===== src/design/wse_pkg.sv =====
// Package for the wake event status and enable block.
// Assumes an 8-bit I/O register port behind a runtime block base.
package wse_pkg;
  localparam logic [3:0] OFF_GSTS = 4'h0;
  localparam logic [3:0] OFF_GEN = 4'h1;
  localparam logic [3:0] OFF_STS1 = 4'h2;
  localparam logic [3:0] OFF_STS2 = 4'h3;
  localparam logic [3:0] OFF_RSVD = 4'h4;
  localparam logic [3:0] OFF_EN1 = 4'h5;
  localparam logic [3:0] OFF_EN2 = 4'h6;
  localparam logic [7:0] MASK_GBIT = 8'h01;
  localparam logic [7:0] MASK_GRP1 = 8'h1f;
  localparam logic [7:0] MASK_GRP2 = 8'h21;
  localparam int BIT_RING = 0;
  localparam int BIT_GPIO_23_WAKE = 5;
  localparam logic [7:0] RST_REG = 8'h00;
  localparam logic [15:0] BASE_MIN = 16'h0100;
  localparam logic [15:0] BASE_MAX = 16'h0fff;
  localparam int NSRC = 7;
endpackage : wse_pkg


===== src/design/wse_top.sv =====
// Wake status/enable registers and active-low wake output.
// Assumes i_rstn is the standby-supply power-on reset; the base address
// comes from a configuration register elsewhere; wake inputs are async.
`timescale 1ns/1ps
module wse_top (
  input wire logic i_clk,
  input wire logic i_rstn,
  input wire logic i_ce,
  input wire logic [15:0] i_rt_base,
  input wire logic [15:0] i_io_addr,
  input wire logic i_io_wr,
  input wire logic i_io_rd,
  input wire logic [7:0] i_io_wdata,
  input wire logic i_gpio_10_wake,
  input wire logic i_gpio_11_wake,
  input wire logic i_gpio_12_wake,
  input wire logic i_gpio_13_wake,
  input wire logic i_gpio_14_wake,
  input wire logic i_ring_indicate_wake,
  input wire logic i_gpio_23_wake,
  output logic [7:0] o_io_rdata,
  output logic o_wake_event_out_n
);
  import wse_pkg::*;

  typedef struct packed {
    logic [NSRC-1:0] sync1;
    logic [NSRC-1:0] sync2;
    logic gsts;
    logic gen;
    logic [7:0] sts1;
    logic [7:0] sts2;
    logic [7:0] en1;
    logic [7:0] en2;
    logic [7:0] rdata;
    logic wake_n;
  } wse_state_t;

  wse_state_t st_reg;
  wse_state_t st_next;
  logic hit;
  logic [3:0] off;
  logic [7:0] ev1;
  logic [7:0] ev2;
  logic any_next;

  assign hit = (i_rt_base >= BASE_MIN) && (i_rt_base <= BASE_MAX) &&
               (i_rt_base[3:0] == 4'h0) &&
               (i_io_addr[15:4] == i_rt_base[15:4]);
  assign off = i_io_addr[3:0];

  always_comb begin
    st_next = st_reg;
    ev1 = {3'h0, st_reg.sync2[4:0]} & MASK_GRP1;
    ev2 = RST_REG;
    ev2[BIT_RING] = st_reg.sync2[5];
    ev2[BIT_GPIO_23_WAKE] = st_reg.sync2[6];
    st_next.sync1 = {i_gpio_23_wake, i_ring_indicate_wake, i_gpio_14_wake,
                     i_gpio_13_wake, i_gpio_12_wake, i_gpio_11_wake,
                     i_gpio_10_wake};
    st_next.sync2 = st_reg.sync1;
    if (hit && i_io_wr && off == OFF_STS1) begin
      st_next.sts1 = st_reg.sts1 & ~i_io_wdata;
    end
    if (hit && i_io_wr && off == OFF_STS2) begin
      st_next.sts2 = st_reg.sts2 & ~i_io_wdata;
    end
    if (hit && i_io_wr && off == OFF_GSTS && |(i_io_wdata & MASK_GBIT)) begin
      st_next.gsts = 1'b0;
    end
    st_next.sts1 = st_next.sts1 | ev1;
    st_next.sts2 = st_next.sts2 | ev2;
    if (hit && i_io_wr && off == OFF_EN1) begin
      st_next.en1 = i_io_wdata & MASK_GRP1;
    end
    if (hit && i_io_wr && off == OFF_EN2) begin
      st_next.en2 = i_io_wdata & MASK_GRP2;
    end
    if (hit && i_io_wr && off == OFF_GEN) begin
      st_next.gen = i_io_wdata[0];
    end
    any_next = |(st_next.sts1 & st_next.en1) |
               |(st_next.sts2 & st_next.en2);
    st_next.gsts = st_next.gsts | any_next;
    st_next.wake_n = ~(any_next & st_next.gen);
    st_next.rdata = RST_REG;
    if (hit && i_io_rd) begin
      unique case (off)
        OFF_GSTS: st_next.rdata = {7'h00, st_reg.gsts};
        OFF_GEN: st_next.rdata = {7'h00, st_reg.gen};
        OFF_STS1: st_next.rdata = st_reg.sts1;
        OFF_STS2: st_next.rdata = st_reg.sts2;
        OFF_EN1: st_next.rdata = st_reg.en1;
        OFF_EN2: st_next.rdata = st_reg.en2;
        default: st_next.rdata = RST_REG;
      endcase
    end
  end

  // Only standby power-on reset clears state
  always_ff @(posedge i_clk) begin
    if (!i_rstn) begin
      st_reg <= '0;
      st_reg.wake_n <= 1'b1;
    end else if (i_ce) begin
      st_reg <= st_next;
    end
  end

  assign o_io_rdata = st_reg.rdata;
  assign o_wake_event_out_n = st_reg.wake_n;
endmodule : wse_top


===== config.mk =====
export PLATFORM = sky130hd
export DESIGN_NAME = wse_top
export DESIGN_NICKNAME = d
export VERILOG_FILES = /design/src/design/wse_pkg.sv /design/src/design/wse_top.sv
export SDC_FILE = /design/constraint.sdc
export NUM_CORES = 1
export LEC_CHECK = 0
export ABC_AREA = 1
export BUFFER_PORTS_ARGS = -buffer_cell sky130_fd_sc_hd__buf_2
export CAP_MARGIN = 5
export CORE_MARGIN = 5
export CORE_UTILIZATION = 30
export CTS_CLUSTER_SIZE = 16
export DETAILED_ROUTE_END_ITERATION = 10
export SLEW_MARGIN = 20
export SYNTH_ARGS = -nofsm -noshare
export SYNTH_HDL_FRONTEND = slang
export SYNTH_SLANG_ARGS = --single-unit

===== constraint.sdc =====
create_clock -name i_clk -period 2 [get_ports i_clk]
set_input_delay 0.1 -clock i_clk [delete_from_list [all_inputs] [get_ports i_clk]]
set_output_delay 0.1 -clock i_clk [all_outputs]
set_load 0.005 [all_outputs]

* After elaboration in Yosys (flattened, before gate mapping)
Index checks and enable logic that the tools add are counted.
Storage, ports and cells: flip-flop bits (word level) 57, bits in latches 0, RAM bits 0, bits in read-only memories 0, output and inout bits 9, memories kept 0
Cells by class: add/sub/neg operators 0, multipliers 0, div/mod/pow operators 0, order comparisons 2, equal/unequal tests 6, shift operators 0, mux-type cells 8, bitwise logic cells 11, reductions and logical operators 16
Operators with widths (number):
- $pmux W8 S6 | 1
- $mux W8 | 5
- $and A8 B8 Y8 | 4
- $ge A16 B9 Y1 const B | 1
- $le A16 B12 Y1 const B | 1
- $reduce_or A8 Y1 | 2
- $eq A12 B12 Y1 | 1
- $logic_and A1 B1 Y1 | 12
- $eq A4 B2 Y1 const B | 2
- $eq A4 B3 Y1 const B | 2
- $logic_not A4 Y1 | 2
- $not A8 Y8 | 1
- $or A8 B5 Y8 | 1
- $or A8 B6 Y8 | 1
- $eq A4 B1 Y1 const B | 1
- $mux W1 | 2
- $or A1 B1 Y1 | 2
- $and A1 B1 Y1 | 1
- $not A1 Y1 | 1

* Logic depth before layout (Yosys ltp)
word-level depth 13, mapped depth 20

* Least setup slack after synthesis
No wires, ideal clock.
kind input-to-reg, start point in i_rt_base[15], end point reg st_reg[42] (netlist bit), arrival 1448 ps, data required time 1869 ps, path slack 421 ps, stages on the path 18, buffers on the path 0, cells stage by stage nor2_1 -> nand2_1 -> nor2_1 -> nand2_1 -> nor2_2 -> nand3_4 -> nor2_4 -> nand2_1 -> nand2_1 -> nand2_1 -> nand2_1 -> nand2_1 -> inv_1 -> nand2_1 -> nor2_2 -> nand2_2 -> nand2_1 -> a21oi_2
On the way: longest elaborated chain between the ends 12, elaborated cells between the ends (all ways) 26
Ends and longest elaborated chain:
- start: declaration | RTL line wse_top.sv:9 | input wire logic [15:0] i_rt_base,
- $ge A16 B9 Y1 or $le A16 B12 Y1 (tied branches) | RTL line wse_top.sv:47 | assign hit = (i_rt_base >= BASE_MIN) && (i_rt_base <= BASE_MAX) &&
- $logic_and A1 B1 Y1 (2 in a row) | RTL line wse_top.sv:47
- $logic_and A1 B1 Y1 * | RTL line wse_top.sv:48 | (i_rt_base[3:0] == 4'h0) &&
- $logic_and A1 B1 Y1 *
- $logic_and A1 B1 Y1 (on tied branches) | RTL line wse_top.sv:62, wse_top.sv:65
- $mux W8 (on tied branches) | RTL line wse_top.sv:62, wse_top.sv:65
- $or A8 B5 Y8 or $or A8 B6 Y8 (tied branches) | RTL line wse_top.sv:71, wse_top.sv:72
- $and A8 B8 Y8 (on tied branches) | RTL line wse_top.sv:82, wse_top.sv:83
- $reduce_or A8 Y1 (on tied branches) | RTL line wse_top.sv:82, wse_top.sv:83
- $or A1 B1 Y1 | RTL line wse_top.sv:83 | |(st_next.sts2 & st_next.en2);
- $or A1 B1 Y1 * | RTL line wse_top.sv:84 | st_next.gsts = st_next.gsts | any_next;
- end signal: assignment | RTL line wse_top.sv:106 | st_reg <= st_next;
- end: declaration | RTL line wse_top.sv:39 | wse_state_t st_reg;
Mark *: on every way between the ends. The rest lies on a longest branch, timed or not. A chain may end at the register's enable or synchronous reset.

* Final worst setup path
Ends and elaborated chain as after synthesis.

==> summary.txt <==
Outcome
  – Status: finished clean

Clock tree
  – TritonCTS clock tree: done
  – H-tree depth: 3
  – Clk pin slew, worst setup/hold paths: 70 ps
  – Clk Tree Root Cell: clkbuf_8
  – Worst skew pair latency: 340 ps
  – Post CTS Setup Buffer Count: 0
  – Total CTS buffers: 9
  – CTS sink cnt: 57
  – CTS max path bufs: 2

Synthesis
  – Mapped cell area: between 2000 and 3000 um^2
  – Syn Inst Count: 461
  – Synth area leaders: dfxtp_1 (38%), nand2_1 (16%), inv_1 (10%)
  – Netlist cell types: 28
  – Sequential element share of the synthesized area: 0.381
  – Synth area leader: dfxtp_1
  – Mapped Avg Cell Area: 6.49 um^2
  – Number of synthesized register bits: 57
  – Area share of the largest cell type after synthesis: 0.381
  – Yosys warnings: 0
  – Syn_nets: 513

Global routing
  – Largest net degree at the start of global routing: 45
  – Vias in the first global route: 2,818
  – Initial antenna violation count: 0
  – First-pass GRT wire length: roughly 14 mm
  – GRT overflow: 0
  – Total GRT Usage: 0.145

Cells and area
  – Final non-filler cell total: 666
  – Area grow syn2layout: 23.3%
  – Final #Nets: 581
  – Fill count: 1,083
  – Fin area: 3690 um^2
  – Fraction of layout cells with a size suffix above 1: 0.193
  – # diodes: 0
  – Max reg flops: 34

Die
  – I/O pin count: 61
  – CORE AREA: 9770 um^2
  – Die ar.: 12,100 um^2
  – Initial Utilization: 0.306
  – Die height: roughly 110 um
  – Std cell rows: 36
  – Die W: 110 um

Route
  – Routed met1 length: 3.80 mm
  – Via/cell ratio: approximately 4.5
  – DRC: 0
  – Final antenna-violating net count: 0
  – Met2 WL: 3.75 mm
  – Top sig layer: met4
  – WL/cell: 12.3 um
  – Via count: 3,013
  – Met3 WL: 587 um
  – Routed wire length: between 8 and 9 mm
  – Router iterations before antenna repair: 4
  – Initial DRC count: 194

Worst setup path
  – R2R depth: 11
  – Arr. time, crit path: about 1900 ps
  – Reg-to-reg endpoint: o_wake_event_out_n
  – CP Data Required Time: 2220 ps
  – Startpoint types: primary input
  – R2R Setup Slk: 720 ps
  – Crit Path Max Fanout: 8
  – Class of the most critical setup path: primary input to register
  – R2r startpoint: st_reg[18]
  – Worst Setup End Kind: register

Placed design
  – DP Cell Count: 644
  – Setup WS pre-CTS: -26.8 ps
  – IO buf count: 60
  – Post-DP HPWL: 6.06 mm
  – GPL Wtd Cong: just over 0.9
  – Placed Area: 3440 um^2

Worst hold path
  – Hold Startpoint: i_io_wdata[5]
  – Hold path depth: 3
  – Worst Hold Class: primary input to register
  – Hold endpoint: st_reg[14]

Timing
  – Max frequency: roughly 600 MHz
  – Worst Slack Setup Final: 323 ps
  – Max-slew headroom: 0.647
  – RSZ-0062 raised after global routing: false
  – Worst slew pin tran: 529 ps
  – Hold slack: 80.4 ps
  – Tmin final: about 1700 ps
  – Worst Skew: roughly 4.5 ps
  – Crit share post-route: 0.838
  – Fin. max-slew vios: 0
  – Final setup viols: 0
  – Final Hold Viols: 0

Pwr
  – Total power draw: 2.46 mW
  – Pleak: 1.76 nW
  – Power Dens Cells: between 600 and 700 nW/um^2
  – Peak supply drop: 433 uV

Run
  – Maxcap violations: 0
-- cells in the final DEF, fill, tap and decap left out, types with 4 or more instances in the layout --
cell and instances:
a21oi_1 29, a221o_1 4, buf_2 60, buf_4 10
clkbuf_8 9, dfxtp_1 57, dlygate4sd3_1 7, inv_1 81
nand2_1 126, nand3_1 11, nor2_1 47, nor2_2 6
nor2_4 4, nor3_1 11, o211ai_1 9, o21ai_0 33
o22ai_1 7
-- critical path: stages --
cell,delay [ps]
buf_2,110
nor2_1,90
nand2_1,60
nor2_1,90
nand2_1,70
nor2_2,170
nand3_4,190
nor2_4,280
nand2_1,120
nand3_1,100
nand3_1,80
nand2_1,90
inv_1,60
nor2_2,110
nand2_2,50
nand2_1,60
a21oi_2,50
-- kinds of logic after synthesis --
family | after synthesis | synth area share
buffers and inverters | 103 | 0.143
AND/OR/NAND/NOR | 212 | 0.301
AO/OA/AOI/OAI | 89 | 0.175
flip-flops | 57 | 0.381
-- metal layers --
layer  vias to the layer above  GRT usage
met2                        76      0.231
met1                      1351      0.195
met5                         -          0
li1                       1580          -
met4                         0     0.0436
met3                         6     0.0335
-- cell type report --
| type | count | area (um^2) | share of cell area |
|---|---|---|---|
| multi-input cells | 301 | 1430 | 0.386 |
| flip-flops and latches | 57 | 1140 | 0.309 |
| repair buffers | 78 | 465 | 0.126 |
| inverters | 82 | 308 | 0.0834 |
| well taps | 133 | 166 | 0.0451 |
| clock buffers | 9 | 124 | 0.0336 |
| clock inverters | 6 | 60.1 | 0.0163 |
-- metrics by stage --
step                TNS, ps  utilization
floorplan                 0            -
global placement      -8.72        0.352
detailed placement    -26.8        0.352
CTS                       0        0.377
global route              0        0.377
finish                    0        0.377
-- worst max path at each step --
stage / start / to / slack, ps / cells after the start
4_1_cts: i_rt_base[15] / st_reg[42] / 320 / 17
6_report: i_rt_base[15] / st_reg[42] / 320 / 17
3_3_place_gp: i_rt_base[15] / st_reg[42] / -9 / 17
3_5_place_dp: i_rt_base[15] / st_reg[42] / -30 / 17
2_1_floorplan: i_rt_base[15] / st_reg[42] / 420 / 18
5_1_grt: i_rt_base[15] / st_reg[42] / 100 / 17
-- what timing repair did --
item / CTS / global route
resized for setup: 0 / 0
hold endpoints to repair: 7 / 0
hold buffers: 7 / 0
-- where the power goes --
| group | internal [mW] | switching [mW] | leakage (nW) |
|---|---|---|---|
| logic | 0.100 | 0.155 | 1.20 |
| registers | 1.17 | 0.0121 | 0.464 |
| clock network | 0.560 | 0.465 | 0.0909 |
-- Yosys cell counts (all sizes together) --
master	n
o21bai	1
clkbuf	9
nor4	1
nor2	57
inv	82
a311oi	1
o211ai	9
a21oi	30
o22ai	7
nor3	12
or2	1
a211oi	3
nand2	127
buf	12
o21ai	33
o2111ai	1
nand3	12
nand4	2
a221o	4
dfxtp	57
(Power assumes the default switching activity.)
